File: src/hw/mhsp_map.vh
// Constants of the modem host serial port: field positions, reset values, counts.
// Behaviour
// - Select and direction levels decode four modes
// - Mode follows select levels, never their edges
// - Port type low means SPI, high UART
// - Idle receive output follows port type level
// - UART sends async; SPI always synchronous
// - Async uses three lines; registers need sync
// - Async access drives no data clock
// - Transmit entry: idle, power up, then forward
// - Synchronous access: device drives bit clock
// - Sync receive: PLL clock, data stable rising
// - Sync receive entry: clock low, then data
// - Sync transmit: sample input on rising edge
// - Register access always synchronous, same lines
// - Register write shifts in MSB first
// - Register updates on select falling edge only
// - Normal mode keeps last 24, fewer aborts
// - Abort with sixteen or more flags write ok
// - Extended mode needs exactly 24 or 48
// - Register read MSB first, 24 bits normally
// - Extended read length chosen by bit 18
// - Receive direction keeps transmit power off
// - Bit 14 chooses sync or async UART receive
// - Unlocked PLL forces clock and data low
`ifndef MHSP_MAP_VH
`define MHSP_MAP_VH

// ----------------------------------------------------------------
// Control register layout
// ----------------------------------------------------------------
`define MHSP_CTRL_W 48
`define MHSP_CTRL_RESET 48'h000000000000
`define MHSP_BIT_SYNC_ACCESS 14
`define MHSP_BIT_RD_LEN48 18
`define MHSP_BIT_EXTENDED 21

// ----------------------------------------------------------------
// Bit counts of a register access
// ----------------------------------------------------------------
`define MHSP_CNT_W 6
`define MHSP_CNT_MAX 6'h3f
`define MHSP_BITS_SHORT 6'h18
`define MHSP_BITS_LONG 6'h30
`define MHSP_BITS_OK_MIN 6'h10

// ----------------------------------------------------------------
// Timing
// ----------------------------------------------------------------
`define MHSP_CLK_HZ 40000000
`define MHSP_BAUD 4800
`define MHSP_HALF_BIT_CYCLES (`MHSP_CLK_HZ / (2 * `MHSP_BAUD))
`define MHSP_SETTLE_CYCLES 64

`endif

File: src/hw/mhsp_bit_clk_gen.v
// Half-bit tick generator for the internally made bit clock.
`default_nettype none

module mhsp_bit_clk_gen #(
    parameter HALF_CYCLES = 4166,
    parameter CW = 16
) (
    input wire clk_sys,
    input wire nrst,
    input wire run,
    output reg tick
);

    reg [CW-1:0] cnt_q;

    always @(posedge clk_sys) begin
        if (!nrst) begin
            cnt_q <= {CW{1'b0}};
            tick <= 1'b0;
        end else if (!run) begin
            // Restart so the first half period is always whole
            cnt_q <= {CW{1'b0}};
            tick <= 1'b0;
        end else if (cnt_q == HALF_CYCLES[CW-1:0] - {{(CW-1){1'b0}}, 1'b1}) begin
            cnt_q <= {CW{1'b0}};
            tick <= 1'b1;
        end else begin
            cnt_q <= cnt_q + {{(CW-1){1'b0}}, 1'b1};
            tick <= 1'b0;
        end
    end

endmodule

`default_nettype wire

File: src/hw/mhsp_port.v
// Host serial port of the power line modem: mode decode, bit clock, register access.
`include "mhsp_map.vh"
`default_nettype none

module mhsp_port #(
    parameter HALF_BIT_CYCLES = `MHSP_HALF_BIT_CYCLES,
    parameter SETTLE_CYCLES = `MHSP_SETTLE_CYCLES
) (
    input wire clk_sys,
    input wire nrst,
    input wire regDataSel,
    input wire dirSel,
    input wire hostPortTypeSel,
    input wire txSerialIn,
    input wire demodData,
    input wire demodValid,
    input wire pllClk,
    input wire pllLocked,
    output reg rxSerialOut,
    output reg bitClockOut,
    output reg registerWriteOk,
    output reg txPowerOn,
    output reg modData,
    output reg modStrobe,
    output reg [`MHSP_CTRL_W-1:0] ctrlReg
);

    // ----------------------------------------------------------------
    // Mode codes, {select, direction}
    // ----------------------------------------------------------------
    localparam [1:0] MODE_TX = 2'b00;
    localparam [1:0] MODE_RX = 2'b01;
    localparam [1:0] MODE_WR = 2'b10;
    localparam [1:0] MODE_RD = 2'b11;
    localparam SW = 16;

    // ----------------------------------------------------------------
    // Pin synchronisers
    // ----------------------------------------------------------------
    reg selMeta_q;
    reg sel_q;
    reg selPrev_q;
    reg dirMeta_q;
    reg dir_q;
    reg typeMeta_q;
    reg type_q;
    reg txMeta_q;
    reg tx_q;

    always @(posedge clk_sys) begin
        if (!nrst) begin
            selMeta_q <= 1'b0;
            sel_q <= 1'b0;
            selPrev_q <= 1'b0;
            dirMeta_q <= 1'b1;
            dir_q <= 1'b1;
            typeMeta_q <= 1'b0;
            type_q <= 1'b0;
            txMeta_q <= 1'b0;
            tx_q <= 1'b0;
        end else begin
            selMeta_q <= regDataSel;
            sel_q <= selMeta_q;
            selPrev_q <= sel_q;
            dirMeta_q <= dirSel;
            dir_q <= dirMeta_q;
            typeMeta_q <= hostPortTypeSel;
            type_q <= typeMeta_q;
            txMeta_q <= txSerialIn;
            tx_q <= txMeta_q;
        end
    end

    // ----------------------------------------------------------------
    // Mode decode and settle timer
    // ----------------------------------------------------------------
    reg [1:0] mode_q;
    reg [SW-1:0] settle_q;
    wire [1:0] modeNow;
    wire modeChange;
    wire settled;
    wire selFall;
    wire uartPort;
    wire accessSync;
    wire txSync;
    wire rxSync;

    // Both lines pass equal synchronisers, so a change of both at once
    // does not show a third mode in between
    assign modeNow = {sel_q, dir_q};
    assign modeChange = (modeNow != mode_q);
    assign settled = (settle_q == {SW{1'b0}});
    assign selFall = selPrev_q & ~sel_q;
    assign uartPort = type_q;
    assign accessSync = ctrlReg[`MHSP_BIT_SYNC_ACCESS];
    // SPI forces sync both ways; UART sends only asynchronously
    assign txSync = ~uartPort;
    assign rxSync = ~uartPort | accessSync;

    always @(posedge clk_sys) begin
        if (!nrst) begin
            mode_q <= MODE_RX;
            settle_q <= SETTLE_CYCLES[SW-1:0];
        end else if (modeChange) begin
            // Any change restarts the whole wait; pins that keep moving
            // never let line data through
            mode_q <= modeNow;
            settle_q <= SETTLE_CYCLES[SW-1:0];
        end else if (!settled) begin
            settle_q <= settle_q - {{(SW-1){1'b0}}, 1'b1};
        end
    end

    // ----------------------------------------------------------------
    // Internally made bit clock
    // ----------------------------------------------------------------
    reg genClk_q;
    reg [`MHSP_CNT_W-1:0] rdLeft_q;
    wire tick;
    wire genRun;
    wire genRise;
    wire genFall;
    wire rdActive;

    // Read clock stops once the last bit has gone out
    assign rdActive = (rdLeft_q != {`MHSP_CNT_W{1'b0}});
    // Register access skips the settle wait: no line circuitry involved
    assign genRun = ~modeChange & (
        (mode_q == MODE_WR) |
        ((mode_q == MODE_RD) & rdActive) |
        ((mode_q == MODE_TX) & txSync & settled));
    assign genRise = tick & ~genClk_q;
    assign genFall = tick & genClk_q;

    mhsp_bit_clk_gen #(
        .HALF_CYCLES(HALF_BIT_CYCLES),
        .CW(16)
    ) u_clk_gen (
        .clk_sys(clk_sys),
        .nrst(nrst),
        .run(genRun),
        .tick(tick)
    );

    always @(posedge clk_sys) begin
        if (!nrst) begin
            genClk_q <= 1'b0;
        end else if (!genRun) begin
            genClk_q <= 1'b0;
        end else if (tick) begin
            genClk_q <= ~genClk_q;
        end
    end

    // ----------------------------------------------------------------
    // Recovered clock edges
    // ----------------------------------------------------------------
    // The recovered clock is not tied to clk_sys, so it is synchronised
    // like a pin; the host sees it a few cycles after the loop makes it
    reg pllMeta_q;
    reg pllSync_q;
    reg pllPrev_q;
    wire pllFall;

    // Only the second and third stages are read, never the first
    assign pllFall = pllPrev_q & ~pllSync_q;

    always @(posedge clk_sys) begin
        if (!nrst) begin
            pllMeta_q <= 1'b0;
            pllSync_q <= 1'b0;
            pllPrev_q <= 1'b0;
        end else begin
            pllMeta_q <= pllClk;
            pllSync_q <= pllMeta_q;
            pllPrev_q <= pllSync_q;
        end
    end

    // ----------------------------------------------------------------
    // Register write shifter
    // ----------------------------------------------------------------
    reg [`MHSP_CTRL_W-1:0] wrShift_q;
    reg [`MHSP_CNT_W-1:0] wrCnt_q;
    wire extended;
    wire wrLong;
    wire wrShort;
    wire wrNormalOk;
    wire wrOkMin;

    assign extended = ctrlReg[`MHSP_BIT_EXTENDED];
    assign wrLong = (wrCnt_q == `MHSP_BITS_LONG);
    assign wrShort = (wrCnt_q == `MHSP_BITS_SHORT);
    assign wrNormalOk = (wrCnt_q >= `MHSP_BITS_SHORT);
    assign wrOkMin = (wrCnt_q >= `MHSP_BITS_OK_MIN);

    always @(posedge clk_sys) begin
        if (!nrst) begin
            wrShift_q <= `MHSP_CTRL_RESET;
            wrCnt_q <= {`MHSP_CNT_W{1'b0}};
        end else if (modeChange && modeNow == MODE_WR) begin
            wrShift_q <= `MHSP_CTRL_RESET;
            wrCnt_q <= {`MHSP_CNT_W{1'b0}};
        end else if (mode_q == MODE_WR && genRise) begin
            // Oldest bit moves up, so the last bits land lowest
            wrShift_q <= {wrShift_q[`MHSP_CTRL_W-2:0], tx_q};
            // Saturate so an overlong burst never wraps back onto
            // an accepted count of 24 or 48
            if (wrCnt_q != `MHSP_CNT_MAX) begin
                wrCnt_q <= wrCnt_q + {{(`MHSP_CNT_W-1){1'b0}}, 1'b1};
            end
        end
    end

    // ----------------------------------------------------------------
    // Control register and write outcome
    // ----------------------------------------------------------------
    // Commit waits for the select falling edge; the synchroniser
    // delay means the last bit has long been taken by then.
    always @(posedge clk_sys) begin
        if (!nrst) begin
            ctrlReg <= `MHSP_CTRL_RESET;
            registerWriteOk <= 1'b0;
        end else if (selFall && mode_q == MODE_WR) begin
            if (!extended) begin
                if (wrNormalOk) begin
                    ctrlReg[23:0] <= wrShift_q[23:0];
                    registerWriteOk <= 1'b0;
                end else begin
                    registerWriteOk <= wrOkMin;
                end
            end else if (wrLong) begin
                ctrlReg <= wrShift_q;
                registerWriteOk <= 1'b0;
            end else if (wrShort) begin
                ctrlReg[23:0] <= wrShift_q[23:0];
                registerWriteOk <= 1'b0;
            end else begin
                registerWriteOk <= wrOkMin;
            end
        end else if (modeChange && modeNow == MODE_WR) begin
            // Flag always reports the latest write access only
            registerWriteOk <= 1'b0;
        end
    end

    // ----------------------------------------------------------------
    // Register read shifter
    // ----------------------------------------------------------------
    reg [`MHSP_CTRL_W-1:0] rdShift_q;
    wire rdLong;

    assign rdLong = extended & ctrlReg[`MHSP_BIT_RD_LEN48];

    always @(posedge clk_sys) begin
        if (!nrst) begin
            rdShift_q <= `MHSP_CTRL_RESET;
            rdLeft_q <= {`MHSP_CNT_W{1'b0}};
        end else if (modeChange && modeNow == MODE_RD) begin
            if (rdLong) begin
                rdShift_q <= ctrlReg;
                rdLeft_q <= `MHSP_BITS_LONG;
            end else begin
                rdShift_q <= {ctrlReg[23:0], 24'h000000};
                rdLeft_q <= `MHSP_BITS_SHORT;
            end
        end else if (mode_q == MODE_RD && genFall) begin
            // Shift on falling edges so data stand still at rising ones
            rdShift_q <= {rdShift_q[`MHSP_CTRL_W-2:0], 1'b0};
            rdLeft_q <= rdLeft_q - {{(`MHSP_CNT_W-1){1'b0}}, 1'b1};
        end
    end

    // ----------------------------------------------------------------
    // Line side and host side outputs
    // ----------------------------------------------------------------
    always @(posedge clk_sys) begin
        if (!nrst) begin
            rxSerialOut <= 1'b0;
            bitClockOut <= 1'b0;
            txPowerOn <= 1'b0;
            modData <= 1'b0;
            modStrobe <= 1'b0;
        end else begin
            modStrobe <= 1'b0;
            // Follows the decoded pins, not mode_q, so power comes up
            // while the settle wait is still running
            txPowerOn <= (modeNow == MODE_TX);
            case (mode_q)
                MODE_TX: begin
                    rxSerialOut <= type_q;
                    bitClockOut <= txSync ? genClk_q : 1'b0;
                    if (!settled || modeChange) begin
                        modData <= 1'b0;
                    end else if (txSync) begin
                        // Taken one cycle before the host sees the rise
                        if (genRise) begin
                            modData <= tx_q;
                            modStrobe <= 1'b1;
                        end
                    end else begin
                        modData <= tx_q;
                        modStrobe <= 1'b1;
                    end
                end
                MODE_RX: begin
                    if (!settled || modeChange) begin
                        bitClockOut <= 1'b0;
                        rxSerialOut <= type_q;
                    end else if (rxSync) begin
                        if (!pllLocked) begin
                            bitClockOut <= 1'b0;
                            rxSerialOut <= 1'b0;
                        end else begin
                            bitClockOut <= pllSync_q;
                            if (pllFall) begin
                                rxSerialOut <= demodValid ? demodData : type_q;
                            end
                        end
                    end else begin
                        // Host must find the bit timing on its own
                        bitClockOut <= 1'b0;
                        rxSerialOut <= demodValid ? demodData : type_q;
                    end
                end
                MODE_RD: begin
                    bitClockOut <= genClk_q;
                    // Held low after the last bit rather than showing stale data
                    rxSerialOut <= rdActive ? rdShift_q[`MHSP_CTRL_W-1] : 1'b0;
                end
                default: begin
                    bitClockOut <= genClk_q;
                    rxSerialOut <= 1'b0;
                end
            endcase
        end
    end

endmodule

`default_nettype wire

File: config.mk
export PLATFORM = sky130hd
export DESIGN_NAME = mhsp_port
export DESIGN_NICKNAME = d
export VERILOG_FILES = /design/src/hw/mhsp_bit_clk_gen.v /design/src/hw/mhsp_port.v
export VERILOG_INCLUDE_DIRS = /design/src /design/src/hw
export SDC_FILE = /design/constraint.sdc
export NUM_CORES = 1
export LEC_CHECK = 0
export BUFFER_PORTS_ARGS = -buffer_cell sky130_fd_sc_hd__buf_2
export CAP_MARGIN = 15
export CORE_MARGIN = 10
export CORE_UTILIZATION = 60
export CTS_BUF_LIST = sky130_fd_sc_hd__clkbuf_2 sky130_fd_sc_hd__clkbuf_4 sky130_fd_sc_hd__clkbuf_8
export DETAILED_ROUTE_END_ITERATION = 7
export PLACE_DENSITY_LB_ADDON = 0.2
export SLEW_MARGIN = 40
export SYNTH_ARGS = -nofsm -noshare
export SYNTH_HDL_FRONTEND = slang
export SYNTH_SLANG_ARGS = --single-unit
File: constraint.sdc
create_clock -name clk_sys -period 2.8 [get_ports clk_sys]
set_input_delay 0.56 -clock clk_sys [delete_from_list [all_inputs] [get_ports clk_sys]]
set_output_delay 0.56 -clock clk_sys [all_outputs]
set_load 0.005 [all_outputs]
==> impl_metrics.json, run 1 <==
{
  "outcome": "finished, final reports clean",
  "ys.flop_type": "dfxtp_1",
  "antenna_cells": 0,
  "hold_ws_ps": 233.9,
  "cts_buffers": 35,
  "synth_warnings": 0,
  "wl_per_cell_um": 16.16,
  "crit_required_ps": 3220,
  "final_max_slew_viol_count": 0,
  "max-cap-violations": 0,
  "firstDrtPassIters": 5,
  "final_cell_area_um2": 9896,
  "io-pin-count": 64,
  "grt_pass1_wl_um": 35800,
  "cts_setup_buffers": 0,
  "worstSetupStartpointType": "register",
  "reg2reg_slack_ps": 620,
  "setup.worst_path.end_class": "register",
  "synth_fp_nets": 1085,
  "holdPathStages": 2,
  "synthArstFlopShare": 0,
  "die_area_um2": 19900,
  "drtAntennaViolNets": 0,
  "syn_area_um2": 8795,
  "nFillCells": 1206,
  "synth.top_cell.area_share": 0.4780,
  "netlist_instances": 1068,
  "synth-seq-cells": 210,
  "finalSetupTns_ps": 0,
  "post_cts_resized": 0,
  "cts-root-buf": "clkbuf_8",
  "setup_viol": 0,
  "p_per_area_nw_per_um2": 618.9,
  "start_util": 0.6097,
  "die_y_um": 141.1,
  "ys_types": 56,
  "fin_worst_skew_ps": 15.42,
  "area_delta_synth_final_pct": 12.52,
  "hold_path.class": "input port to register",
  "drtIter0Drc": 641,
  "final_util": 0.6861,
  "grt.overflow.total": 0,
  "grt_usage": 0.2073,
  "io_buffers": 63,
  "core_um2": 14420,
  "nets": 1122,
  "grt_pass1_vias": 7314,
  "drive_above_1_share": 0.1396,
  "synth.avg_cell_area_um2": 8.235,
  "antenna_found_initial": 0,
  "routed_via_density": 5.960,
  "cts_tree": "done",
  "gp_congestion": 0.8543,
  "cts.htree.levels": 2,
  "reg2regPathDepth": 6,
  "dpl-instance-area_um2": 9216,
  "hold_viol_final": 0,
  "yosys.area.top_type": "dfxtp_1",
  "post-route-drc-count": 0,
  "row_count": 44,
  "worstSkewPairLatency_ps": 510,
  "synth_seq_area_share": 0.4780,
  "vias": 7802,
  "rsz0062_at_grt": "no",
  "die_x_um": 141.1,
  "fmax_ghz": 0.4580,
  "hp-start": "dirSel",
  "fin_crit_sh": 0.7798,
  "p_leak_nw": 3.357,
  "tightest_slew_ps": 766.0,
  "cp_max_fo": 8,
  "cts_buffer_depth": 3,
  "period_minus_slack_ps": 2183,
  "synthTopCellsByArea": "dfxtp_1 (48%), nand2_1 (11%), a21oi_1 (6.5%)",
  "hpwl_um": 13390,
  "cp_data_arrival_time_ps": 2600,
  "critPathKind": "register to register",
  "fin_total_pwr_mw": 6.124,
  "synth_enable_flop_cells": 0,
  "ir_drop_v": 0.0003070,
  "cts_hold_buf": 0,
  "relSlewSlack": 0.4894,
  "grt_max_degree": 101,
  "r2r_start": "settle_q[0]",
  "cts_sinks": 210,
  "hold_end": "dirMeta_q",
  "wl_um": 21160,
  "clk_pin_slew_worst_paths_ps": 60,
  "reg2reg_to": "settle_q[11]"
}
worst max path at each step:
stage | startpoint | slack [ps] | endpoint | cells past startpoint
after floorplan | settle_q[0] | 720 | u_clk_gen.cnt_q[10] | 8
after global placement | settle_q[0] | 700 | settle_q[9] | 6
after detailed placement | mode_q[1] | 670 | ctrlReg[27] | 5
after CTS | settle_q[0] | 650 | settle_q[11] | 6
after global routing | mode_q[1] | 400 | ctrlReg[38] | 5
final | settle_q[0] | 620 | settle_q[11] | 6
metrics by stage:
stage	setup WS (ps)	cells
6_report	616.7	1309
5_1_grt	405.0	1309
4_1_cts	645.1	1309
3_5_place_dp	665.1	1252
3_3_place_gp	699.6	1252
2_1_floorplan	724.4	1068
layout by cell type (no fill, tap or decap), drive strengths merged, types with 4 or more instances in the layout:
cell type  count
o21ai         40
nand2b        11
nand2        252
or3            8
or4           10
a21oi        114
nor4          12
o31ai          6
nand3         38
mux2i         26
nand4         10
inv           15
ha             7
xor2           7
and3          25
dfxtp        210
nor3          23
clkbuf        54
a211oi         9
nand3b         4
buf           82
a311oi        44
xnor2         16
nor2          43
a31oi          4
and2          17
flip-flops by register name (all words and copies together), names as in the netlist, 2 cells and up:
| signal | count |
|---|---|
| wrCnt_q | 6 |
| rdShift_q | 48 |
| mode_q | 2 |
| settle_q | 16 |
| rdLeft_q | 6 |
| u_clk_gen.cnt_q | 16 |
| ctrlReg | 48 |
| wrShift_q | 48 |
Yosys cell counts (all sizes together), types with 4 or more instances:
master and count:
a211oi 9, a311oi 44, clkbuf 74, nand3b 4, o31ai 6, and2 17
a21oi 114, o21ai 40, or4 10, nor4 12, xor2 7, buf 8
xnor2 16, nand3 38, ha 7, inv 15, nor3 23, nand2 252
dfxtp 210, mux2i 26, or3 8, nor2 43, nand2b 11, and3 25
nand4 10, a31oi 4
critical path, cell delays in order, from the launching register on:
cell and delay, ps:
dfxtp_1 330, inv_1 100, ha_1 200, or3b_2 510, nor3_1 610, o21ai_0 200
a21oi_1 170
power by group:
group	switching, mW	leakage, nW	internal [mW]
Combinational	0.229	1.29	0.147
Sequential	0.0621	1.70	3.06
Clock	1.13	0.366	1.49
Total	1.42	3.36	4.70
layout make-up:
| cell class | instances | area [um^2] | share of cell area |
|---|---|---|---|
| Inverter | 15 | 56.30 | 0.005690 |
| Clock inverter | 3 | 15.01 | 0.001517 |
| Multi-Input combinational cell | 761 | 4233 | 0.4277 |
| Tap cell | 184 | 230.2 | 0.02326 |
| Timing Repair Buffer | 82 | 495.5 | 0.05007 |
| Sequential cell | 210 | 4204 | 0.4248 |
| Clock buffer | 54 | 661.9 | 0.06689 |
routing by layer:
| layer | routed length (um) | GRT usage | up-vias |
|---|---|---|---|
| met5 | 0 | 0 | - |
| met2 | 9916 | 0.3288 | 251 |
| met4 | 372 | 0.07337 | 0 |
| met3 | 1437 | 0.04468 | 34 |
| li1 | - | - | 3817 |
| met1 | 9429 | 0.2715 | 3700 |
logic make-up (layout without fill, tap and decap cells):
family | after synthesis | count (layout) | share of synthesized area
AND/OR/NAND/NOR | 470 | 470 | 0.2515
XOR/XNOR | 23 | 23 | 0.02290
buffers and inverters | 97 | 154 | 0.04368
AO/OA/AOI/OAI | 235 | 235 | 0.1643
flip-flops | 210 | 210 | 0.4780
multiplexers | 26 | 26 | 0.02959
adder cells (fa/ha/maj) | 7 | 7 | 0.009958
Power figures use the tool's default switching activity.
==> run 2, diff against run 1 <==
Settings changed: CORE_UTILIZATION 60 to 56.
Clock period 2.8 ns to 2 ns, I/O delays scaled along.
==> run 2 against run 1 <==
Against the previous run:
- sequential power grew 40%
- via count increased by 1.0%
- power up 46%
- fmax is 13% higher
- clock skew down 2.6 ps
- worst setup slack worse by 550 ps
- first-iteration DRC count is 2.5% lower
- non-clock buffer count increased by 21
- global-route usage down 0.89 points
==> impl_metrics.json, run 2 (same netlist as run 1, synthesis figures left out) <==
{
  "critPathKind": "register to register",
  "tightest_slew_ps": 613.4,
  "cts_buffers": 35,
  "relSlewSlack": 0.5901,
  "die_y_um": 145.3,
  "met1_usage": 0.2605,
  "cts.htree.levels": 2,
  "cp_max_fo": 5,
  "fmax_ghz": 0.5164,
  "grt_pass1_vias": 7363,
  "worstSetupStartpointType": "register",
  "io_buffers": 63,
  "hold_path.class": "input port to register",
  "die_x_um": 145.3,
  "firstDrtPassIters": 5,
  "final_cell_area_um2": 10270,
  "reg_top3": "ctrlReg (48), rdShift_q (48), wrShift_q (48)",
  "die_area_um2": 21120,
  "p_comb_frac": 0.071,
  "p_switching_mw": 2.074,
  "hpwl_um": 13740,
  "grt_pass1_wl_um": 36580,
  "cts_tree": "done",
  "r2r_start": "settle_q[10]",
  "dpl-instance-area_um2": 9493,
  "nets": 1143,
  "routed_via_density": 5.804,
  "dp_slack_ps": -36.28,
  "gp_congestion": 0.8714,
  "max-cap-violations": 0,
  "fin_crit_sh": 0.9682,
  "antenna_found_initial": 0,
  "use_met3": 0.04129,
  "cp_data_arrival_time_ps": 2360,
  "intPower_mw": 6.848,
  "reg2reg_slack_ps": 60,
  "reg2reg_to": "settle_q[14]",
  "clkPwrFrac": 0.439,
  "grt.overflow.total": 0,
  "cts-root-buf": "clkbuf_8",
  "use_met2": 0.3208,
  "drtIter0Drc": 625,
  "clk_pin_slew_worst_paths_ps": 60,
  "wl_per_cell_um": 16.09,
  "wl_um": 21850,
  "area_delta_synth_final_pct": 16.74,
  "vias": 7882,
  "final_common_cell": "nand2_1",
  "p_per_area_nw_per_um2": 869.0,
  "busiest_layer": "met2",
  "final_max_slew_viol_count": 0,
  "cts_buffer_depth": 3,
  "seq_power_share": 0.490,
  "crit_required_ps": 2430,
  "hold_ws_ps": 86.30,
  "period_minus_slack_ps": 1936,
  "worstSetupEndpoint": "settle_q[14]",
  "setup_viol": 0,
  "final_cell_mix": "nand2_1 (251), dfxtp_1 (207), a21oi_1 (113), buf_2 (63)",
  "hold_viol_final": 0,
  "fin_worst_skew_ps": 12.78,
  "fin_ws_ps": 63.59,
  "io-pin-count": 64,
  "drive_above_1_share": 0.1639,
  "reg2regPathDepth": 4,
  "drtAntennaViolNets": 0,
  "p_leak_nw": 3.530,
  "core_um2": 15310,
  "cts_sinks": 210,
  "grt_max_degree": 101,
  "cts_hold_buf": 0,
  "grt_usage": 0.1984,
  "antenna_cells": 0,
  "row_count": 45,
  "critPathLaunch": "settle_q[10]",
  "worstSkewPairLatency_ps": 510,
  "start_util": 0.5743,
  "post-route-drc-count": 0,
  "outcome": "finished, final reports clean",
  "ir_drop_v": 0.0006326,
  "setup.worst_path.end_class": "register",
  "rsz0062_at_grt": "no",
  "switching_share": 0.2324
}
-- run 2: cell types whose count changed in the layout (fill, tap and decap cells not counted), sizes merged --
| cell | before | now |
|---|---|---|
| bufinv | 0 | 1 |
| buf | 82 | 103 |
-- run 2: final cells by class --
class	instances	area, um^2
Inverter	15	56.30
Clock buffer	54	680.7
Fill cell	1325	5047
Clock inverter	4	45.04
Tap cell	211	264.0
Multi-Input combinational cell	761	4260
Sequential cell	210	4208
Timing Repair Buffer	103	753.2
-- run 2: what timing repair did --
item	in CTS	in global routing
endpoints found under the setup margin	17	28
resized for setup	1	9
pin swaps	1	0
buffers inserted	1	0
-- run 2: worst min-delay path by stage --
stage,slack [ps],startpoint,depth (start not counted),endpoint
global route,80,dirSel,2,dirMeta_q
floorplan,390,dirMeta_q,1,dir_q
CTS,70,dirSel,2,dirMeta_q
finish,90,dirSel,2,dirMeta_q
global placement,400,dirMeta_q,1,dir_q
detailed placement,390,dirMeta_q,1,dir_q
-- run 2: through the flow --
| stage | total power [mW] | setup TNS (ps) | instances | util |
|---|---|---|---|---|
| floorplan | 4.856 | -1.003 | 1068 | - |
| global placement | 5.048 | 0 | 1299 | 0.6199 |
| detailed placement | 5.065 | -264.9 | 1299 | 0.6199 |
| CTS | 8.948 | 0 | 1358 | 0.6689 |
| global route | 9.240 | 0 | 1358 | 0.6704 |
| finish | 8.922 | 0 | 1358 | 0.6704 |
-- run 2: per-layer routing --
layer	part of all wire	vias up
met2	0.45	245
li1	-	3868
met4	0.017	0
met3	0.071	38
met1	0.46	3731
met5	0	-
-- run 2: worst max-delay path, cell delays in order, from the launching register on --
cell and delay (ps):
dfxtp_1 340, or4_4 540, or3_4 350, or4_4 520, a21oi_2 110
-- run 2: power by group through the flow --
stage,logic (mW),clock network (mW),registers [mW]
after global routing,0.698,4.15,4.39
after global placement,0.593,0,4.45
after CTS,0.616,3.96,4.37
after floorplan,0.419,0,4.44
final,0.633,3.91,4.37
after detailed placement,0.607,0,4.46
==> run 3, diff against run 2 <==
--- a/config.mk
+++ b/config.mk
@@ -7,4 +7,5 @@
 export NUM_CORES = 1
 export LEC_CHECK = 0
+export ABC_AREA = 1
 export BUFFER_PORTS_ARGS = -buffer_cell sky130_fd_sc_hd__buf_2
 export CAP_MARGIN = 15
==> constraint.sdc (replaced) <==
create_clock -name clk_sys -period 2 [get_ports clk_sys]
set_input_delay 0.4 -clock clk_sys [delete_from_list [all_inputs] [get_ports clk_sys]]
set_output_delay 0.4 -clock clk_sys [all_outputs]
set_load 0.02 [all_outputs]
==> run 3 against run 2 <==
Against the previous run:
- critical path depth grew 4
- critical path type unchanged
- utilization shrank 1.5 points
- combinational power shrank 0.6%
- register-to-register slack gained 130 ps
==> impl_metrics.json, run 3 <==
{
  "outcome": "finished, final reports clean",
  "netlist_instances": 1162,
  "post-route-drc-count": 0,
  "seq_power_share": 0.474,
  "p_comb_frac": 0.068,
  "grt_pass1_wl_um": 35800,
  "wl_met2_um": 9945,
  "fin_worst_skew_ps": 33.11,
  "vias": 7911,
  "firstDrtPassIters": 5,
  "hold_viol_final": 0,
  "synthAdderAreaFrac": 0.01005,
  "start_util": 0.5735,
  "reg2reg_slack_ps": 190,
  "worstSkewPairLatency_ps": 540,
  "synth.avg_cell_area_um2": 7.503,
  "p_switching_mw": 2.231,
  "syn_area_um2": 8718,
  "grt_max_degree": 84,
  "antenna_cells": 0,
  "worstSetupStartpointType": "register",
  "synth_warnings": 0,
  "critPathLaunch": "mode_q[0]",
  "hpwl_um": 14170,
  "cts_tree": "done",
  "reg_top3": "ctrlReg (48), rdShift_q (48), wrShift_q (48)",
  "route.met3.wl_um": 1269,
  "yosys.area.top_type": "dfxtp_1",
  "dp_slack_ps": 167.9,
  "cts_buffers": 36,
  "period_minus_slack_ps": 1811,
  "routed_via_density": 5.521,
  "synth_most_common_cell": "nand2_1",
  "clk_pin_slew_worst_paths_ps": 60,
  "cts_buffer_depth": 3,
  "fin_crit_sh": 0.9055,
  "final_cell_mix": "nand2_1 (269), dfxtp_1 (209), o21ai_0 (132), nor2_1 (123), a21oi_1 (98)",
  "cp_max_fo": 45,
  "synth_top_family_by_area": "simple AND/OR/NAND/NOR gates",
  "grt.overflow.total": 0,
  "io-pin-count": 64,
  "intPower_mw": 6.999,
  "hold_path.class": "input port to register",
  "synth.top_cell.area_share": 0.4822,
  "reg2regPathDepth": 8,
  "reg2reg_to": "rdLeft_q[5]",
  "cts_sinks": 210,
  "synth_seq_area_share": 0.4822,
  "tightest_slew_ps": 743.4,
  "synth_fp_nets": 1179,
  "setup.worst_path.end_class": "register",
  "p_leak_nw": 4.036,
  "finalSetupTns_ps": 0,
  "drive_above_1_share": 0.1478,
  "gp_congestion": 0.8541,
  "p_per_area_nw_per_um2": 926.7,
  "die_area_um2": 20960,
  "synth_xor_area_frac": 0.01406,
  "cts.htree.levels": 2,
  "synth-seq-cells": 210,
  "row_count": 45,
  "cts-root-buf": "clkbuf_8",
  "synthSimpleGateAreaFrac": 0.2457,
  "switching_share": 0.2417,
  "critPathKind": "register to register",
  "netlist_top_cells_count": "nand2_1 (269), dfxtp_1 (210), o21ai_0 (132), nor2_1 (123), a21oi_1 (98)",
  "final_max_slew_viol_count": 0,
  "rsz0062_at_grt": "no",
  "synthArstFlopShare": 0,
  "wl_um": 21510,
  "die_x_um": 144.8,
  "fin_ws_ps": 189.1,
  "drt-met1-wl_um": 9959,
  "drtAntennaViolNets": 0,
  "crit_required_ps": 2420,
  "synth_enable_flop_cells": 0,
  "ir_drop_v": 0.0005051,
  "synthTopCellsByArea": "dfxtp_1 (48%), nand2_1 (12%), o21ai_0 (7.6%)",
  "core_um2": 15200,
  "dp_cells": 1369,
  "clkPwrFrac": 0.458,
  "ys_types": 40,
  "die_y_um": 144.8,
  "max-cap-violations": 0,
  "synthMuxAreaShare": 0,
  "cts_hold_buf": 0,
  "wl_per_cell_um": 15.01,
  "relSlewSlack": 0.5039,
  "fmax_ghz": 0.5522,
  "grt_pass1_vias": 7228,
  "fin_total_pwr_mw": 9.230,
  "io_buffers": 63,
  "nets": 1236,
  "r2r_start": "mode_q[0]",
  "cp_data_arrival_time_ps": 2230,
  "area_delta_synth_final_pct": 14.24,
  "drtIter0Drc": 648,
  "highest_layer": "met4",
  "setup_viol": 0,
  "worstSetupEndpoint": "rdLeft_q[5]",
  "final_common_cell": "nand2_1",
  "grt_usage": 0.2044,
  "fin_cells": 1433,
  "ys.flop_type": "dfxtp_1",
  "antenna_found_initial": 0,
  "synth_compound_area_frac": 0.1726
}
## run 3: changes by cell type in the layout (fill, tap and decap cells not counted), sizes merged, moves of 19 or more
cell and delta:
inv +75, buf -20, nor2 +91, and3 -25, a311oi -44, nand2 +19
o21ai +106, mux2i -26
## run 3: timing repair
action | 4_1_cts | 5_1_grt
endpoints found under the setup margin | 0 | 2
setup buffers | 0 | 0
hold endpoints to repair | 0 | 0
gates resized for setup | 0 | 2
## run 3: cells by family after synthesis
logic type	Yosys count
and+or+nand+nor	499
AOI/OAI and AO/OA	280
DFF	210
buffers and inverters	152
xor gates and xnor gates	14
adders and majority gates	7
## run 3: through the flow
| stage | hold slack, ps | instance area, um^2 | utilization |
|---|---|---|---|
| floorplan | 390.5 | 8718 | - |
| global placement | 396.0 | 9130 | 0.6006 |
| detailed placement | 395.9 | 9158 | 0.6024 |
| CTS | 25.14 | 9956 | 0.6549 |
| global route | 50.34 | 9960 | 0.6551 |
| finish | 46.91 | 9960 | 0.6551 |
## run 3: layout make-up
type                            instances  area, um^2
Sequential cell                       210        4205
Fill cell                            1357        5243
Clock inverter                          8       102.6
Clock buffer                           56       695.7
Multi-Input combinational cell        800        3862
Inverter                               88       335.3
Tap cell                              188       235.2
Timing Repair Buffer                   83       523.0
## run 3: how the worst min path moves through the flow
stage	cells after the start	from	slack, ps	end
after floorplan	2	pllMeta_q	390	pllSync_q
after global placement	2	pllMeta_q	400	pllSync_q
after detailed placement	2	pllMeta_q	400	pllSync_q
after CTS	3	txSerialIn	30	txMeta_q
after global routing	3	hostPortTypeSel	50	typeMeta_q
final	3	hostPortTypeSel	50	typeMeta_q
## run 3: critical path, stage by stage, from the launching register on
cell and delay (ps):
dfxtp_1 410, inv_2 90, o211ai_4 310, inv_2 160, nor2_8 210, inv_6 160
o21ai_0 190, o21bai_1 130, inv_1 40
## run 3: power groups by stage
| stage | registers, mW | clock network, mW | logic [mW] |
|---|---|---|---|
| after floorplan | 4.45 | 0 | 0.500 |
| after global placement | 4.46 | 0 | 0.615 |
| after detailed placement | 4.46 | 0 | 0.625 |
| after CTS | 4.37 | 4.29 | 0.628 |
| after global routing | 4.39 | 4.47 | 0.731 |
| final | 4.38 | 4.22 | 0.629 |
## run 3: metal layers
metal,GRT usage,vias to the layer above
met5,0,-
met4,0.05638,0
met3,0.04759,33
met2,0.3244,205
met1,0.2725,3710
li1,-,3963
